**src/instr_decode_pkg.sv**
```systemverilog
// shared types and constants for the instruction decoder
package instr_decode_pkg;

   localparam int WORD_W = 14;
   localparam int FILE_W = 7;
   localparam int CLKS_PER_ICYCLE = 4;
   localparam int REF_OSC_MHZ = 4;
   localparam int REF_INSTR_MHZ = REF_OSC_MHZ / CLKS_PER_ICYCLE;
   localparam logic [1:0] LAST_PHASE = 2'(CLKS_PER_ICYCLE - 1);

   // field positions
   localparam int OPC_HI = 13;
   localparam int OPC_LO = 8;
   localparam int DEST_BIT = 7;
   localparam int FILE_HI = 6;
   localparam int BITPOS_HI = 9;
   localparam int BITPOS_LO = 7;
   localparam int LIT8_HI = 7;
   localparam int LIT11_HI = 10;
   localparam int LIT9_HI = 8;
   localparam int PTRSEL_BIT = 2;
   localparam int PTRMODE_HI = 1;

   localparam logic [FILE_W-1:0] FILE_MAX = 7'h7f;

   // class prefixes on bits 13:12
   localparam logic [1:0] CLS_BYTE_PFX = 2'h0;
   localparam logic [1:0] CLS_BIT_PFX = 2'h1;

   // control opcodes
   localparam logic [13:0] OP_RETURN = 14'h0008;
   localparam logic [13:0] OP_INT_EXIT = 14'h0009;
   localparam logic [13:0] OP_CALL_ACC = 14'h000a;
   localparam logic [13:0] OP_REL_ACC = 14'h000b;
   localparam logic [2:0] OP_CALL = 3'h4;
   localparam logic [2:0] OP_ABS_JUMP = 3'h5;
   localparam logic [5:0] OP_EXIT_LIT = 6'h34;
   localparam logic [4:0] OP_REL_JUMP = 5'h19;
   localparam logic [3:0] OP_SKIP_CLR = 4'h6;
   localparam logic [3:0] OP_SKIP_SET = 4'h7;
   localparam logic [5:0] OP_DEC_SKIP = 6'h0b;
   localparam logic [5:0] OP_INC_SKIP = 6'h0f;
   localparam logic [10:0] OP_PTR_LOAD_PFX = 11'h002;
   localparam logic [10:0] OP_PTR_STORE_PFX = 11'h003;
   // bits 11:10 of bit ops that only test
   localparam logic [1:0] BIT_TEST_HI = 2'h1;

   // indirect access port addresses
   localparam logic [FILE_W-1:0] PORT0_ADDR = 7'h00;
   localparam logic [FILE_W-1:0] PORT1_ADDR = 7'h01;

   typedef enum logic [1:0] {CLASS_BYTE, CLASS_BIT, CLASS_LIT} op_class_t;
   typedef enum logic [2:0] {FLOW_SEQ, FLOW_CALL, FLOW_RET, FLOW_JUMP, FLOW_SKIP} flow_t;
   typedef enum logic [1:0] {PRE_INC, PRE_DEC, POST_INC, POST_DEC} ptr_mode_t;

   typedef struct packed {
      logic valid;
      logic [WORD_W-1:0] word;
      op_class_t opClass;
      flow_t flow;
      logic [5:0] opcode;
      logic destFile;
      logic [FILE_W-1:0] fileAddr;
      logic [2:0] bitPos;
      logic [7:0] lit8;
      logic [10:0] lit11;
      logic [8:0] relOffset;
      logic namesFile;
      logic writesFile;
      logic indirectUse;
      logic ptrSel;
      ptr_mode_t ptrMode;
   } decoded_t;

   typedef struct packed {
      logic fetch;
      logic fileRead;
      logic fileWrite;
      logic writeAccum;
      logic flush;
      logic [1:0] cycles;
   } strobes_t;

endpackage

```
**src/quad_phase_gen.sv**
```systemverilog
// four-phase instruction cycle sequencer
`timescale 1ns/10ps
module quad_phase_gen
   import instr_decode_pkg::*;
(
   input wire logic sys_clk,
   input wire logic sys_rst,
   output logic [1:0] phase,
   output logic lastPhase
);

   typedef struct packed {
      logic [1:0] phase;
      logic lastPhase;
   } phase_state_t;

   phase_state_t st;
   phase_state_t next_st;

   always_comb begin
      next_st = st;
      next_st.phase = (st.phase == LAST_PHASE) ? 2'h0 : st.phase + 2'h1;
      next_st.lastPhase = (next_st.phase == LAST_PHASE);
   end

   always_ff @(posedge sys_clk or posedge sys_rst) begin
      if (sys_rst) begin
         st <= '0;
      end else begin
         st <= next_st;
      end
   end

   assign phase = st.phase;
   assign lastPhase = st.lastPhase;

endmodule

```
**src/mcu_instr_decoder.sv**
```systemverilog
// instruction decoder and cycle timing for the 14-bit accumulator core
// Operation
// - each instruction is one 14-bit word with opcode and operands
// - opcodes fall into byte, bit, and literal/control classes
// - one cycle per instruction; both subroutine call forms take two
// - return, return with literal and interrupt exit take two cycles
// - jumps take two; skips take two only when flow changes
// - indirect access while pointer addresses program memory adds one cycle
// - an instruction cycle is four oscillator clocks
// - file register instructions always read, then store only when writesFile is set
// - destination bit zero writes accumulator, one writes file register
// - file address operand is seven bits, 0x00 to 0x7f
// - bit position selects one of eight bits
// - pointer select picks indirect pair zero or one
// - update mode picks pre/post increment/decrement
`timescale 1ns/10ps
module mcu_instr_decoder
   import instr_decode_pkg::*;
(
   input wire logic sys_clk,
   input wire logic sys_rst,
   input wire logic [WORD_W-1:0] progWord,
   input wire logic [1:0] ptrInProgMem,
   input wire logic skipCondition,
   output decoded_t decoded,
   output strobes_t strobes,
   output logic [1:0] phase
);

   typedef struct packed {
      decoded_t dec;
      logic [1:0] extraLeft;
      logic skipDone;
      strobes_t stb;
      logic [1:0] phase;
   } dec_state_t;

   dec_state_t st;
   dec_state_t next_st;
   logic [1:0] curPhase;
   logic lastPhase;

   quad_phase_gen u_phase (
      .sys_clk(sys_clk),
      .sys_rst(sys_rst),
      .phase(curPhase),
      .lastPhase(lastPhase)
   );

   function automatic decoded_t decodeWord(input logic [WORD_W-1:0] w);
      decoded_t d;
      d = '0;
      d.valid = 1'b1;
      d.word = w;
      d.opcode = w[OPC_HI:OPC_LO];
      d.destFile = w[DEST_BIT];
      d.fileAddr = w[FILE_HI:0] & FILE_MAX;
      d.bitPos = w[BITPOS_HI:BITPOS_LO];
      d.lit8 = w[LIT8_HI:0];
      d.lit11 = w[LIT11_HI:0];
      d.relOffset = w[LIT9_HI:0];
      d.ptrSel = w[PTRSEL_BIT];
      d.ptrMode = ptr_mode_t'(w[PTRMODE_HI:0]);
      d.flow = FLOW_SEQ;
      if (w[13:12] == CLS_BYTE_PFX) begin
         d.opClass = CLASS_BYTE;
      end else if (w[13:12] == CLS_BIT_PFX) begin
         d.opClass = CLASS_BIT;
      end else begin
         d.opClass = CLASS_LIT;
      end
      // short control words live in the byte-class space with no file operand
      if (w == OP_RETURN || w == OP_INT_EXIT) begin
         d.opClass = CLASS_LIT;
         d.flow = FLOW_RET;
      end else if (w == OP_CALL_ACC) begin
         d.opClass = CLASS_LIT;
         d.flow = FLOW_CALL;
      end else if (w == OP_REL_ACC) begin
         d.opClass = CLASS_LIT;
         d.flow = FLOW_JUMP;
      end else if (w[13:3] == OP_PTR_LOAD_PFX || w[13:3] == OP_PTR_STORE_PFX) begin
         d.opClass = CLASS_LIT;
         d.indirectUse = 1'b1;
      end else if (w[13:11] == OP_CALL) begin
         d.flow = FLOW_CALL;
      end else if (w[13:11] == OP_ABS_JUMP) begin
         d.flow = FLOW_JUMP;
      end else if (w[13:8] == OP_EXIT_LIT) begin
         d.flow = FLOW_RET;
      end else if (w[13:9] == OP_REL_JUMP) begin
         d.flow = FLOW_JUMP;
      end else if (w[13:10] == OP_SKIP_CLR || w[13:10] == OP_SKIP_SET) begin
         d.flow = FLOW_SKIP;
      end else if (w[13:8] == OP_DEC_SKIP || w[13:8] == OP_INC_SKIP) begin
         d.flow = FLOW_SKIP;
      end
      d.namesFile = (d.opClass != CLASS_LIT);
      if (d.opClass == CLASS_BYTE) begin
         d.writesFile = d.destFile;
      end else if (d.opClass == CLASS_BIT) begin
         d.writesFile = (w[11:10] != BIT_TEST_HI) && (d.flow != FLOW_SKIP);
      end
      if (d.namesFile && (d.fileAddr == PORT0_ADDR || d.fileAddr == PORT1_ADDR)) begin
         d.indirectUse = 1'b1;
         d.ptrSel = d.fileAddr[0];
      end
      return d;
   endfunction

   function automatic logic [1:0] fixedExtra(input decoded_t d, input logic [1:0] inProg);
      logic [1:0] n;
      n = 2'h0;
      if (d.flow == FLOW_CALL || d.flow == FLOW_RET || d.flow == FLOW_JUMP) begin
         n = 2'h1;
      end
      if (d.indirectUse && inProg[d.ptrSel]) begin
         n = n + 2'h1;
      end
      return n;
   endfunction

   always_comb begin
      decoded_t nd;
      nd = decodeWord(progWord);
      next_st = st;
      next_st.phase = curPhase;
      next_st.stb.fetch = 1'b0;
      next_st.stb.fileRead = 1'b0;
      next_st.stb.fileWrite = 1'b0;
      if (lastPhase) begin
         // taken skip adds one flush cycle; pending extra cycles still follow
         if (st.dec.valid && st.dec.flow == FLOW_SKIP && !st.skipDone
               && skipCondition) begin
            next_st.skipDone = 1'b1;
            next_st.stb.cycles = st.stb.cycles + 2'h1;
            next_st.stb.flush = 1'b1;
         end else if (st.extraLeft != 2'h0) begin
            next_st.extraLeft = st.extraLeft - 2'h1;
            next_st.skipDone = 1'b1;
            next_st.stb.flush = 1'b1;
         end else begin
            next_st.dec = nd;
            next_st.extraLeft = fixedExtra(nd, ptrInProgMem);
            next_st.skipDone = 1'b0;
            next_st.stb.cycles = 2'h1 + fixedExtra(nd, ptrInProgMem);
            next_st.stb.flush = 1'b0;
            next_st.stb.fetch = 1'b1;
            next_st.stb.writeAccum = (nd.opClass == CLASS_BYTE) && !nd.destFile;
         end
      end else if (!st.stb.flush && st.dec.valid && st.dec.namesFile) begin
         // read in the first quarter even for write-only ops
         next_st.stb.fileRead = (curPhase == 2'h0);
         next_st.stb.fileWrite = (curPhase == 2'h2) && st.dec.writesFile;
      end
   end

   always_ff @(posedge sys_clk or posedge sys_rst) begin
      if (sys_rst) begin
         st <= '0;
      end else begin
         st <= next_st;
      end
   end

   assign decoded = st.dec;
   assign strobes = st.stb;
   assign phase = st.phase;

endmodule

```
**config.mk**
```make
export PLATFORM = sky130hd
export DESIGN_NAME = mcu_instr_decoder
export DESIGN_NICKNAME = d
export VERILOG_FILES = /design/src/instr_decode_pkg.sv /design/src/quad_phase_gen.sv /design/src/mcu_instr_decoder.sv
export SDC_FILE = /design/constraint.sdc
export NUM_CORES = 1
export LEC_CHECK = 0
export BUFFER_PORTS_ARGS = -buffer_cell sky130_fd_sc_hd__buf_2
export CORE_MARGIN = 1
export CORE_UTILIZATION = 54
export CTS_BUF_LIST = sky130_fd_sc_hd__clkbuf_4
export DETAILED_ROUTE_END_ITERATION = 10
export PLACE_DENSITY = 0.94
export SYNTH_ARGS = -nofsm -noshare
export SYNTH_HDL_FRONTEND = slang
export SYNTH_SLANG_ARGS = --single-unit
```
**constraint.sdc**
```tcl
create_clock -name sys_clk -period 3.1 [get_ports sys_clk]
set_input_delay 0.155 -clock sys_clk [delete_from_list [all_inputs] [get_ports sys_clk]]
set_output_delay 0.155 -clock sys_clk [all_outputs]
set_load 0.01 [all_outputs]
```
=== Yosys cells after proc, flatten, opt, wreduce, memory -nomap -nowiden ===
Cells that the tools add are included.
Widths: inputs -> output; s select.

* Logic and storage cells: 132
* Flip-flop bits (word level): 86
* Output and inout port bits: 80

* Mux-type cells: 41
* Add/subtract/negate cells: 5
* $lt $le $gt $ge: 1
* Reduce and logical (&&, ||, !) cells: 28
* Bitwise operators: 2
* Equal/unequal tests: 28

{| class="wikitable"
|+ Operator list
! operator !! count
|-
| $eq 14x4->1 const B || 4
|-
| $mux 2 || 15
|-
| $mux 3 || 9
|-
| $eq 11x2->1 const B || 2
|-
| $mux 5 || 3
|-
| $mux 1 || 14
|-
| $eq 6x4->1 const B || 2
|-
| $logic_and 1x1->1 || 10
|-
| $eq 3x3->1 const B || 3
|-
| $eq 4x3->1 const B || 2
|-
| $eq 7x1->1 const B || 1
|-
| $logic_not 7->1 || 1
|-
| $logic_or 1x1->1 || 7
|-
| $add 2x1->2 const B || 3
|-
| $eq 2x2->1 const B || 3
|-
| $eq 3x2->1 const B || 2
|-
| $eq 6x6->1 const B || 1
|-
| $logic_not 2->1 || 3
|-
| $eq 5x5->1 const B || 1
|-
| $eq 2x1->1 const B || 2
|-
| $ne 2x2->1 const B || 2
|-
| $reduce_and 2->1 || 2
|-
| $eq 3x1->1 const B || 1
|-
| $logic_not 1->1 || 3
|-
| other kinds (8) || 9
|}

=== Logic depth before layout (Yosys ltp) ===
Gate-level depths: netlist of run 1.

* Depth after elaboration: 27
* Gate-level depth with buffers: 10
* Gate-level depth less buffers: 9

=== Modules after synthesis ===
A second synthesis of run 1 with hierarchy kept.

* Cells, all modules: 228
* Area, all modules: 2349.8 um^2

{| class="wikitable"
|+ By module, submodules not included
! module !! area each (um^2) !! instances !! cells an instance !! sequential area each (um^2)
|-
| mcu_instr_decoder || 2234.6 || 1 || 219 || 875.8
|-
| quad_phase_gen || 115.1 || 1 || 9 || 75.1
|}

=== Least setup slack after synthesis of run 1 ===
Ideal clock, no wire load.

* Path type: input-to-reg
* Start: input port progWord[13]
* End: register st (netlist bit strobes[1])
* Library setup time: 87 ps
* Setup slack: 1392 ps
* Buffers on the path: 1
* Stages: 10
* Arrival time: 1621 ps
* Cells stage by stage: buf_6 > nor4_4 > a31oi_1 > mux2i_1 > nor2_1 > ha_1 > xnor2_1 > o21ai_0 > o21ai_0 > a22oi_1

* Word-level cells in the longest chain between the ends: 27
* Elaborated cells between the ends (all ways): 60

{| class="wikitable"
|+ RTL lines
! item !! line !! text
|-
| start, declared || mcu_instr_decoder.sv:22 || <nowiki>input wire logic [WORD_W-1:0] progWord,</nowiki>
|-
| $eq 6x4->1 || mcu_instr_decoder.sv:95 || <nowiki>end else if (w[13:8] == OP_DEC_SKIP || w[13:8] == OP_INC_SKIP) begin</nowiki>
|-
| $logic_or 1x1->1 || mcu_instr_decoder.sv:95 ||
|-
| $mux 3 || mcu_instr_decoder.sv:95 ||
|-
| $mux 3 || mcu_instr_decoder.sv:93 || <nowiki>end else if (w[13:10] == OP_SKIP_CLR || w[13:10] == OP_SKIP_SET) begin</nowiki>
|-
| $mux 3 || mcu_instr_decoder.sv:91 || <nowiki>end else if (w[13:9] == OP_REL_JUMP) begin</nowiki>
|-
| $mux 3 || mcu_instr_decoder.sv:89 || <nowiki>end else if (w[13:8] == OP_EXIT_LIT) begin</nowiki>
|-
| $mux 3 || mcu_instr_decoder.sv:87 || <nowiki>end else if (w[13:11] == OP_ABS_JUMP) begin</nowiki>
|-
| $mux 3 || mcu_instr_decoder.sv:85 || <nowiki>end else if (w[13:11] == OP_CALL) begin</nowiki>
|-
| [11 not listed] || - ||
|-
| $add 2x1->2 || mcu_instr_decoder.sv:118 || <nowiki>n = n + 2'h1;</nowiki>
|-
| $mux 2 * || mcu_instr_decoder.sv:117 || <nowiki>if (d.indirectUse && inProg[d.ptrSel]) begin</nowiki>
|-
| $mux 2 * || mcu_instr_decoder.sv:138 || <nowiki>end else if (st.extraLeft != 2'h0) begin</nowiki>
|-
| $mux 2 * || mcu_instr_decoder.sv:133 || <nowiki>if (st.dec.valid && st.dec.flow == FLOW_SKIP && !st.skipDone</nowiki>
|-
| $mux 2 * || mcu_instr_decoder.sv:131 || <nowiki>if (lastPhase) begin</nowiki>
|-
| $add 1x2->2 * || mcu_instr_decoder.sv:146 || <nowiki>next_st.stb.cycles = 2'h1 + fixedExtra(nd, ptrInProgMem);</nowiki>
|-
| $mux 2 * || mcu_instr_decoder.sv:138 ||
|-
| $mux 3 * || mcu_instr_decoder.sv:133 ||
|-
| end signal, assigned || mcu_instr_decoder.sv:162 || <nowiki>st <= next_st;</nowiki>
|-
| end, declared || mcu_instr_decoder.sv:38 || <nowiki>dec_state_t st;</nowiki>
|}

Every way passes the cells marked *; elsewhere a longest branch is shown, timed or not. The select of a mux whose other input is x is not followed.
A chain may end at the register's enable or synchronous reset.

=== Worst setup path after layout of run 1 ===
* Start: register u_phase.st (netlist bit u_phase.lastPhase)
* End: register st (netlist bit strobes[3])

* Word-level cells in the longest chain between the ends: 1

{| class="wikitable"
|+ RTL lines
! item !! line !! text
|-
| start, declared || quad_phase_gen.sv:17 || <nowiki>phase_state_t st;</nowiki>
|-
| start signal, assigned || quad_phase_gen.sv:30 || <nowiki>st <= next_st;</nowiki>
|-
| $reduce_and 3->1 (no line) || - ||
|}

No other way between the ends.

==> results.md, run 1 <==
- Status: finished, final reports clean
- Simple-Gate Fraction of Synth Area: 0.199
- Number of synthesized register bits: 38
- DR WL/cell: 13.5 µm
- Fin Clk Skew: 2.84 ps
- Worst vdd ir: around 0.22 mV
- Initial Util: 0.579
- Mapped cell area: about 2400 µm²
- Sequential Area: between 900 and 1000 µm²
- Clock power frac: 0.243
- Hold Path Depth: 3
- Worst r2r path cells: 6
- Post-DP HPWL: between 3000 and 4000 µm
- Die H: a little under 70 µm
- Warnings, synthesis: 0
- Final period demand of the worst path: between 1500 and 2000 ps
- Crit path buf inv count: 2
- Seq/Total Area, Yosys: 0.397
- CTS tree: built
- Crit path depth: 6
- Full die area: between 4000 and 5000 µm²
- Slew headroom: 0.677
- Area grow syn2layout: 0.261%
- Drt drc: 0
- Compound-gate portion of the synthesized area: 0.0851
- Tcrit/Tclk final: 0.619
- CP Launch Type: flop
- Final Setup Violations: 0
- Non-filler cells, final: approximately 330
- Final nets: roughly 300
- Max FO, Critical Path: 27
- Setup crit start: u_phase.lastPhase
- Synth top area share: 0.397
- Slack of the critical path: 1180 ps
- Die X: between 60 and 70 µm
- CP Capture Type: flop
- Max stage delay on crit path: approximately 460 ps
- Ranking of synthesized cells by area: dfrtp_1 40%, buf_4 25%, nand2_1 8.9%, o21ai_0 2.3%, ha_1 2.1%
- IO Count: 99
- Area of the multi-input gates: 771 µm²
- TritonCTS buffer count: 5
- Filler cell count: 360
- Hold WC Path Type: input pin to flop
- Drt total wl: between 4000 and 5000 µm
- # port buffers: 98
- Post-layout util: 0.580
- Placer congestion estimate: between 0.8 and 0.9
- Clock slew at reported path FFs: between 100 and 150 ps
- Number of max-cap violations: 0
- Longest Clk Path Bufs: 2
- Routed Antenna Nets: 0
- CTS root buf: clkbuf_4
- Share of layout cells above drive strength 1: 0.431
- Setup bufs post-CTS: 0
- Drt pass-1 iters: 4
- Vias/cell: roughly 5.0
- Synth Area in Adders: 0.0209
- Async S/R FF share, synth: 1.00
- Syn Nets: ~280
- HP Start: progWord[10]
- Largest family of logic cells by synthesized area: buffers and inverters
- Total core area: 4140 µm²
- CP Class: flop to flop
- Switch Pwr: 0.468 mW
- Worst skew pair latency: ~340 ps
- GRT Overall Usage: 0.193
- Tightest Pin Transition: just under 500 ps
- Clock Sinks: 38
- Sw frac: 0.340
- Combinational share of power: 0.301
- Yosys cell types: between 40 and 50
- Fin. Hold Viols: 0
- Pleak: 1.32 nW
- Unrepaired setup endpoints after global routing: no
- Req. time, crit path: 3360 ps
- Most frequent cell after synthesis: buf_4
- Vias in the first global route: 1492
- Average cell area after synthesis: 9.29 µm²
- Most used DFF post-synth: dfrtp_1
- Achievable Freq: around 0.52 GHz
- CP max-delay cell: dfrtp_1
- Max-slew violations: 0
- Critical R2R Launch: u_phase.lastPhase
- Setup WS pre-CTS: between 1000 and 1500 ps
- Inst Count DP: approximately 320
- 1st-iter DRT viols: 94
- Row count: 23
- # H-tree levels: 2
- Crit-path cells: nor3b_4, o21ai_4, buf_4, inv_2, nand3b_1, o31ai_2
- Routed vias: around 1600
- Multiplexer share of the synthesized area: 0.0125
- Seq pwr share: 0.456
- Cell family with most CP delay: simple AND/OR/NAND/NOR gates
- Antenna cell count: 0
- Initial antenna violation count: 0
- Yosys top cell by area: dfrtp_1
- Largest net degree at the start of global routing: 39
- Total gr overflow: 0
- Commonest cells in the synthesized netlist: 80 x buf_4, 57 x nand2_1, 38 x dfrtp_1
- Final setup TNS: 0 ps
- P per Cell Area: ~570 nW/µm²
- Pint: approximately 0.91 mW
- First-pass GRT wire length: ~6700 µm
- Post-Syn Instances: approximately 260
- Post-Synth XOR/XNOR Area: 0.00365
- Crit path DAT: 2170 ps
- Post-synth EDFFs: 0
[worst reg2reg max path: cells and delay by family (launching register included)]
family                 cells  cell delay (ps)
AOI/OAI and AO/OA          2              310
DFF                        1              460
and+or+nand+nor            2              530
buffers and inverters      2              530
[metal layers]
layer | GRT usage | share of wire | vias up
li1 | - | - | 798
met1 | 0.231 | 0.42 | 794
met2 | 0.330 | 0.52 | 53
met3 | 0.0707 | 0.057 | 3
met4 | 0.0443 | 0.0038 | 0
met5 | 0 | 0 | -
[through the flow]
stage | cell area, µm² | hold slack, ps | power, mW
after floorplan | 2400 | 249 | 1.09
after detailed placement | 2320 | 301 | 1.06
after global routing | 2400 | 48.2 | 1.48
after global placement | 2320 | 284 | 1.04
final | 2400 | 49.2 | 1.38
after CTS | 2400 | 35.4 | 1.39
[logic make-up (layout without fill, tap and decap cells)]
logic type,count (synthesis),count (layout)
xor+xnor,1,1
compound gates,29,29
simple gates,90,90
fa+ha+maj,4,4
mux,3,3
buf+inv,93,116
flops,38,38
[state kept, by name, indices dropped and copies added, names as in the netlist]
register / count
phase: 2
st: 3
decoded: 24
u_phase.lastPhase: 1
u_phase.phase: 2
strobes: 6
[what timing repair did]
action / in CTS / in global routing
resized for setup: 0 / 0
endpoints found under the hold margin: 38 / 0
hold buffers: 1 / 0
setup endpoints to repair: 0 / 0
[power by group through the flow]
stage / registers [mW] / logic (mW) / clock network, mW
6_report: 0.627 / 0.414 / 0.334
5_1_grt: 0.646 / 0.465 / 0.366
4_1_cts: 0.628 / 0.420 / 0.342
3_5_place_dp: 0.637 / 0.419 / 0
3_3_place_gp: 0.633 / 0.408 / 0
2_1_floorplan: 0.629 / 0.456 / 0
[layout by cell type (no fill, tap or decap), types with 2 or more instances in the layout]
cell type  netlist  routed
o31ai_1          2       2
nor4_4           2       2
ha_1             4       4
nor3_1           2       2
o2111ai_1        2       2
a31oi_1          3       3
nand3b_1         3       3
nor2_1          11      11
clkinv_2         0       2
inv_1            6       6
buf_4           80       2
buf_2            3      98
o21ai_0         11      11
clkbuf_4         0       5
nor2b_1          2       2
a21o_1           2       2
dfrtp_1         38      38
mux2i_1          3       3
nand2_1         57      57
nand2b_1         2       2
[layout make-up]
| class | count | share of cell area |
|---|---|---|
| clock inverters | 3 | 0.0167 |
| flip-flops and latches | 38 | 0.396 |
| clock buffers | 5 | 0.0156 |
| repair buffers | 101 | 0.214 |
| multi-input cells | 127 | 0.321 |
| well taps | 50 | 0.0260 |
| inverters | 7 | 0.0109 |
[final timing paths]
check                         endpoint  slack, ps
min in group asynchronous   strobes[6]        450
setup / recovery            strobes[3]       1180
max in group asynchronous  decoded[68]       2310
setup reg to reg            strobes[3]       1180
hold reg to reg               phase[1]        450
hold / removal             decoded[66]         50
Power figures use the tool's default switching activity.
==> run 2, diff against run 1 <==
--- a/config.mk
+++ b/config.mk
@@ -5,12 +5,13 @@
 export SDC_FILE = /design/constraint.sdc
 export NUM_CORES = 1
 export LEC_CHECK = 0
+export ABC_AREA = 1
 export BUFFER_PORTS_ARGS = -buffer_cell sky130_fd_sc_hd__buf_2
 export CORE_MARGIN = 1
-export CORE_UTILIZATION = 54
+export CORE_UTILIZATION = 45
 export CTS_BUF_LIST = sky130_fd_sc_hd__clkbuf_4
 export DETAILED_ROUTE_END_ITERATION = 10
-export PLACE_DENSITY = 0.94
+export PLACE_DENSITY = 0.84
 export SYNTH_ARGS = -nofsm -noshare
 export SYNTH_HDL_FRONTEND = slang
 export SYNTH_SLANG_ARGS = --single-unit
==> constraint.sdc (replaced) <==
create_clock -name sys_clk -period 1.74 [get_ports sys_clk]
set_input_delay 0.087 -clock sys_clk [delete_from_list [all_inputs] [get_ports sys_clk]]
set_output_delay 0.087 -clock sys_clk [all_outputs]
set_load 0.01 [all_outputs]
==> run 2 against run 1 <==
Against the previous run: final area increased by 6.2%; count of clock-buffer cells in the layout unchanged; utilization decreased by 8.3 points; register-to-register slack got worse by 950 ps; worst setup slack got worse by 950 ps; critical path depth increased by 4; sequential power increased by 77%; fmax increased by 27%; global-route usage decreased by 2.3 points; largest power group unchanged; highest routed layer unchanged.
==> results.md, run 2 <==
- Status: finished, final reports clean
- TritonCTS buffer count: 5 (unchanged)
- Non-filler cells, final: 395 (+19%)
- Synth top area share: 0.393 (-0.00410)
- Commonest non-fill, non-tap cells in the layout: 98 x buf_2, 67 x nand2_1, 38 x dfrtp_1, 19 x nor2_1, 19 x nand3_1
- Vias/cell: 4.65 (-6.6%)
- Fin Clk Skew: 12.9 ps (+10.1 ps)
- Max FO, Critical Path: 24 (-11%)
- DR WL/cell: 11.7 µm (-13%)
- Share of layout cells above drive strength 1: 0.388 (-0.0429)
- Post-Syn Instances: 294 (+14%)
- Yosys top cell by area: dfrtp_1
- Inst Count DP: 382 (+19%)
- Max stage delay on crit path: 420 ps (-40 ps)
- Clock slew at reported path FFs: 120 ps (about the same)
- P per Cell Area: 1020 nW/µm² (+78%)
- CP Launch Type: flop
- Hold Buf Count CTS: 5 (+4)
- Drt drc: 0 (unchanged)
- Setup bufs post-CTS: 0 (unchanged)
- Yosys cell types: 29 (-29%)
- Hold WC Path Type: input pin to flop
- Setup crit start: st[9]
- Post-CTS resize count: 0 (unchanged)
- Met3 Use GR: 0.0410 (-0.0297)
- Final Setup Violations: 0 (unchanged)
- Largest register FFs: 24 (unchanged)
- # port buffers: 98 (unchanged)
- Area grow syn2layout: 5.37%
- Seq/Total Area, Yosys: 0.393 (-0.00410)
- 1st-iter DRT viols: 129 (+37%)
- Initial Util: 0.471 (-0.107)
- Crit-path cells: inv_2, nand2_2, nor2_4, nand2_4, nand2_2, nor2_4, inv_2, buf_12, nand2_1, o31ai_1
- Die H: 75.4 µm (+9.8%)
- Tcrit/Tclk final: 0.866 (+0.247)
- Most used DFF post-synth: dfrtp_1
- HP Start: progWord[7]
- Async S/R FF share, synth: 1.00 (unchanged)
- # H-tree levels: 2 (unchanged)
- Met1 Use GR: 0.212 (-0.0184)
- Routed Antenna Nets: 0 (unchanged)
- GRT Overall Usage: 0.170 (-0.0231)
- Largest net degree at the start of global routing: 39 (unchanged)
- Total power: 2.59 mW (+89%)
- Die X: 75.4 µm (+9.8%)
- CP Capture Type: flop
- IO Count: 99 (unchanged)
- Most frequent cell after synthesis: buf_4
- Drt pass-1 iters: 4 (unchanged)
- Commonest cells in the synthesized netlist: 83 x buf_4, 67 x nand2_1, 38 x dfrtp_1
- Tightest Pin Transition: 465 ps (-18.8 ps)
- Vias in the first global route: 1588 (+6.4%)
- Average cell area after synthesis: 8.24 µm² (-11%)
- CTS root buf: clkbuf_4
- CP max-delay cell: dfrtp_1
- Routed vias: 1836 (+11%)
- Pleak: 1.46 nW (+11%)
- Flop2flop setup slack: 230 ps (-950 ps)
- Req. time, crit path: 1990 ps (-1370 ps)
- Crit path DAT: 1760 ps (-410 ps)
- Initial antenna violation count: 0 (unchanged)
- Final period demand of the worst path: 1510 ps (-411 ps)
- Placer congestion estimate: 0.830 (-5.0%)
- Worst skew pair latency: 350 ps (about the same)
- Final nets: 347 (+15%)
- Achievable Freq: 0.664 GHz (+27%)
- Antenna cell count: 0 (unchanged)
- Total core area: 5140 µm² (+24%)
- Mapped cell area: 2420 µm² (+1.0%)
- Critical R2R Launch: st[9]
- Number of synthesized register bits: 38 (unchanged)
- Drt total wl: 4610 µm (+3.4%)
- Fin. Hold Viols: 0 (unchanged)
- Clock Sinks: 38 (unchanged)
- Warnings, synthesis: 0 (unchanged)
- Hold WS: 13.3 ps (-35.9 ps)
- Slew headroom: 0.690 (+0.0125)
- Unrepaired setup endpoints after global routing: no
- Ranking of synthesized cells by area: dfrtp_1 39%, buf_4 26%, nand2_1 10%, nand3_1 3.9%, nor2_1 2.9%
- Syn Nets: 317 (+13%)
- Longest Clk Path Bufs: 2 (unchanged)
- Filler cell count: 533 (+48%)
- Total gr overflow: 0 (unchanged)
- Full die area: 5680 µm² (+21%)
- Busiest grt layer: met2
- Row count: 26 (+13%)
- Post-DP HPWL: 3510 µm (+4.1%)
- GR Util met2: 0.279 (-0.0509)
- Max-slew violations: 0 (unchanged)
- Post-synth EDFFs: 0 (unchanged)
- First-pass GRT wire length: 7220 µm (+8.2%)
- CTS tree: built
- CP Class: flop to flop
- Number of max-cap violations: 0 (unchanged)
- Worst vdd ir: 0.312 mV (+41%)
- Commonest non-fill, non-tap cell in the layout: buf_2
run 2: worst max-delay path, delay by kind of cell, from the launching register on:
family	cells	cell delay (ps)
compound gates	1	60
buf+inv	3	440
simple gates	6	490
flops	1	420
run 2: layout make-up:
class	count	area, µm²	area share
sequential	38	951	0.373
inverter	21	78.8	0.0309
clock buffer	5	37.5	0.0147
tap	70	87.6	0.0343
multi-input combinational	149	736	0.288
timing repair buffer	109	598	0.234
clock inverter	3	63.8	0.0250
run 2: where the power goes:
part / internal (mW) / switching, mW
combinational: 0.317 / 0.420
sequential: 1.00 / 0.110
clock: 0.443 / 0.304
run 2: stage by stage:
stage	cell area [µm²]	setup WS (ps)	setup TNS (ps)	util
floorplan	2420	250	0	-
global placement	2400	44.0	0	0.467
detailed placement	2400	-47.8	-72.6	0.467
CTS	2550	223	0	0.497
global route	2550	64.0	0	0.497
finish	2550	233	0	0.497
run 2: metal layers:
layer / part of all wire / up-vias / wire length (µm)
li1: - / 905 / -
met1: 0.41 / 842 / 1910
met2: 0.49 / 77 / 2240
met3: 0.072 / 12 / 332
met4: 0.028 / 0 / 128
met5: 0 / - / 0
run 2: worst paths after layout:
check	cells after the start	endpoint
setup reg to reg	10	decoded[54]
hold reg to reg	0	phase[1]
min in group asynchronous	4	decoded[70]
max in group asynchronous	4	decoded[67]
setup / recovery	10	decoded[54]
hold / removal	3	decoded[4]
run 2: kinds of logic after synthesis:
logic type                 Yosys count  synth area share
AOI/OAI and AO/OA                   23            0.0568
adders and majority gates            4            0.0207
buffers and inverters              107             0.304
DFF                                 38             0.393
and+or+nand+nor                    122             0.226
==> run 3, diff against run 2 <==
--- a/config.mk
+++ b/config.mk
@@ -7,11 +7,12 @@
 export LEC_CHECK = 0
 export ABC_AREA = 1
 export BUFFER_PORTS_ARGS = -buffer_cell sky130_fd_sc_hd__buf_2
+export CAP_MARGIN = 40
 export CORE_MARGIN = 1
-export CORE_UTILIZATION = 45
-export CTS_BUF_LIST = sky130_fd_sc_hd__clkbuf_4
+export CORE_UTILIZATION = 54
+export CTS_BUF_LIST = sky130_fd_sc_hd__clkbuf_8
 export DETAILED_ROUTE_END_ITERATION = 10
-export PLACE_DENSITY = 0.84
+export PLACE_DENSITY = 0.94
 export SYNTH_ARGS = -nofsm -noshare
 export SYNTH_HDL_FRONTEND = slang
 export SYNTH_SLANG_ARGS = --single-unit
==> constraint.sdc (replaced) <==
create_clock -name sys_clk -period 1.8 [get_ports sys_clk]
set_input_delay 0.09 -clock sys_clk [delete_from_list [all_inputs] [get_ports sys_clk]]
set_output_delay 0.09 -clock sys_clk [all_outputs]
set_load 0.01 [all_outputs]
==> run 3 against run 2 <==
Against the previous run: total power up 3.2%; register-to-register slack worse by 20 ps; clock power up 20%; global-route usage up 3.0 points; utilization up 11 points; final cell count down 6.6%; first-iteration DRC count up 13%; flip-flop and latch count unchanged; routed wire length down 0.11%.
==> results.md, run 3 (synthesis results as in run 2) <==
- Status: finished, final reports clean
- Final setup TNS: 0 ps (unchanged)
- Clock Sinks: 38 (unchanged)
- Initial antenna violation count: 0 (unchanged)
- Clock slew at reported path FFs: 80 ps (-40 ps)
- Routed vias: 1786 (-2.7%)
- Req. time, crit path: 2000 ps (about the same)
- Row count: 23 (-12%)
- Achievable Freq: 0.628 GHz (-5.3%)
- Drt pass-1 iters: 4 (unchanged)
- CP Class: flop to flop
- Die H: 69.0 µm (-8.5%)
- CTS root buf: clkbuf_8
- Slack of the critical path: 209 ps (-24.1 ps)
- Tightest Pin Transition: 482 ps (+17.0 ps)
- Total core area: 4140 µm² (-19%)
- Number of max-cap violations: 0 (unchanged)
- CP Launch Type: flop
- Vias/cell: 4.84 (+4.1%)
- # H-tree levels: 2 (unchanged)
- Hold WS: 14.2 ps (+0.933 ps)
- IO Count: 99 (unchanged)
- P per Cell Area: 1070 nW/µm² (+4.8%)
- Post-CTS resize count: 0 (unchanged)
- Filler cell count: 360 (-32%)
- Total gr overflow: 0 (unchanged)
- GRT Overall Usage: 0.200 (+0.0296)
- Die X: 69.0 µm (-8.5%)
- 1st-iter DRT viols: 146 (+13%)
- Final period demand of the worst path: 1590 ps (+84.1 ps)
- Drt drc: 0 (unchanged)
- Setup WS pre-CTS: 16.5 ps (+64.3 ps)
- Final Setup Violations: 0 (unchanged)
- First-pass GRT wire length: 6810 µm (-5.6%)
- Wire length on met1: 1860 µm (-2.7%)
- Max-slew violations: 0 (unchanged)
- DR WL/cell: 12.5 µm (+6.9%)
- Cell family with most CP delay: simple AND/OR/NAND/NOR gates
- Met2 wire length: 2290 µm (+2.3%)
- Hold Buf Count CTS: 1 (-4)
- Antenna cell count: 0 (unchanged)
- Pleak: 1.46 nW (-0.53%)
- Placer congestion estimate: 0.866 (+4.4%)
- Crit path buf inv count: 2 (-1)
- CP max-delay cell: dfrtp_1
- Most frequent CP cell: nor2_4
- Crit path DAT: 1790 ps (+30 ps)
- Largest net degree at the start of global routing: 39 (unchanged)
- Area grow syn2layout: 3.77%
- Setup bufs post-CTS: 0 (unchanged)
- Metal3 WL: 393 µm (+18%)
- Routed Antenna Nets: 0 (unchanged)
- CP Capture Type: flop
- Sequential Area: 951 µm² (unchanged)
- Max FO, Critical Path: 22 (-8.3%)
- CTS tree: built
- Worst skew pair latency: 290 ps (-60 ps)
- Full die area: 4760 µm² (-16%)
- Commonest non-fill, non-tap cells in the layout: 98 x buf_2, 67 x nand2_1, 38 x dfrtp_1, 19 x nor2_1, 19 x nand3_1
- Hold WC Path Type: input pin to flop
- Initial Util: 0.585 (+0.113)
- Crit-path cells: nand2_1, nor2_4, nand2_4, nand2_2, nor2_4, inv_2, buf_12, o31ai_1
- Unrepaired setup endpoints after global routing: no
- Share of layout cells above drive strength 1: 0.392 (+0.00416)
- Fin Clk Skew: 5.55 ps (-7.40 ps)
- Tcrit/Tclk final: 0.884 (+0.0179)
- Slew headroom: 0.679 (-0.0114)
- Total power: 2.68 mW (+3.2%)
- Vias in the first global route: 1553 (-2.2%)
- Area of the multi-input gates: 736 µm² (unchanged)
- Max stage delay on crit path: 420 ps (about the same)
- Longest Clk Path Bufs: 2 (unchanged)
- Fin. Hold Viols: 0 (unchanged)
- Top Layer Used: met4
- Drt total wl: 4610 µm (-0.11%)
- Commonest non-fill, non-tap cell in the layout: buf_2
- TritonCTS buffer count: 5 (unchanged)
- Final nets: 341 (-1.7%)
- Largest register FFs: 24 (unchanged)
- Worst vdd ir: 0.430 mV (+38%)
- Post-DP HPWL: 3460 µm (-1.5%)
- # port buffers: 98 (unchanged)
==> run 3: cell count changes in the layout (fill, tap and decap cells not counted) <==
| cell | previous run | this run |
|---|---|---|
| clkbuf_4 | 5 | 0 |
| buf_4 | 5 | 3 |
| dlygate4sd3_1 | 5 | 1 |
| clkinv_1 | 1 | 0 |
| clkbuf_8 | 0 | 6 |
==> run 3: area by class of cell <==
| type | instances | area share |
|---|---|---|
| sequential | 38 | 0.378 |
| multi-input combinational | 149 | 0.293 |
| tap | 50 | 0.0249 |
| inverter | 21 | 0.0314 |
| clock buffer | 6 | 0.0329 |
| timing repair buffer | 103 | 0.216 |
| clock inverter | 2 | 0.0239 |
==> run 3: worst paths after layout <==
path	slack, ps	from	endpoint	depth (start not counted)
worst max-delay path	210	decoded[53]	decoded[54]	8
min in group asynchronous	470	sys_rst	decoded[61]	4
worst max register to register	210	decoded[53]	decoded[54]	8
worst min register to register	450	u_phase.phase[0]	phase[0]	0
max in group asynchronous	990	sys_rst	decoded[66]	4
worst min-delay path	10	progWord[5]	decoded[61]	3
==> run 3: metrics by stage <==
stage	cell area [µm²]	utilization	instances
4_1_cts	2510	0.607	369
3_5_place_dp	2360	0.570	360
2_1_floorplan	2420	-	294
6_report	2510	0.607	369
5_1_grt	2510	0.607	369
3_3_place_gp	2360	0.570	360
==> run 3: worst register-to-register path: cells and delay by family, from the launching register on <==
kind	cells	cell delay [ps]
AOI/OAI and AO/OA	1	200
DFF	1	420
and+or+nand+nor	5	520
buffers and inverters	2	350
==> run 3: where the power goes <==
group	internal, mW	leakage [nW]	switching [mW]
clock network	0.591	0.0714	0.308
registers	0.967	0.474	0.105
logic	0.298	0.912	0.408
==> run 3: metal layers <==
layer,track usage,vias up
met5,0,-
met4,0.0740,0
met3,0.0740,6
met2,0.352,66
met1,0.217,828
li1,-,886
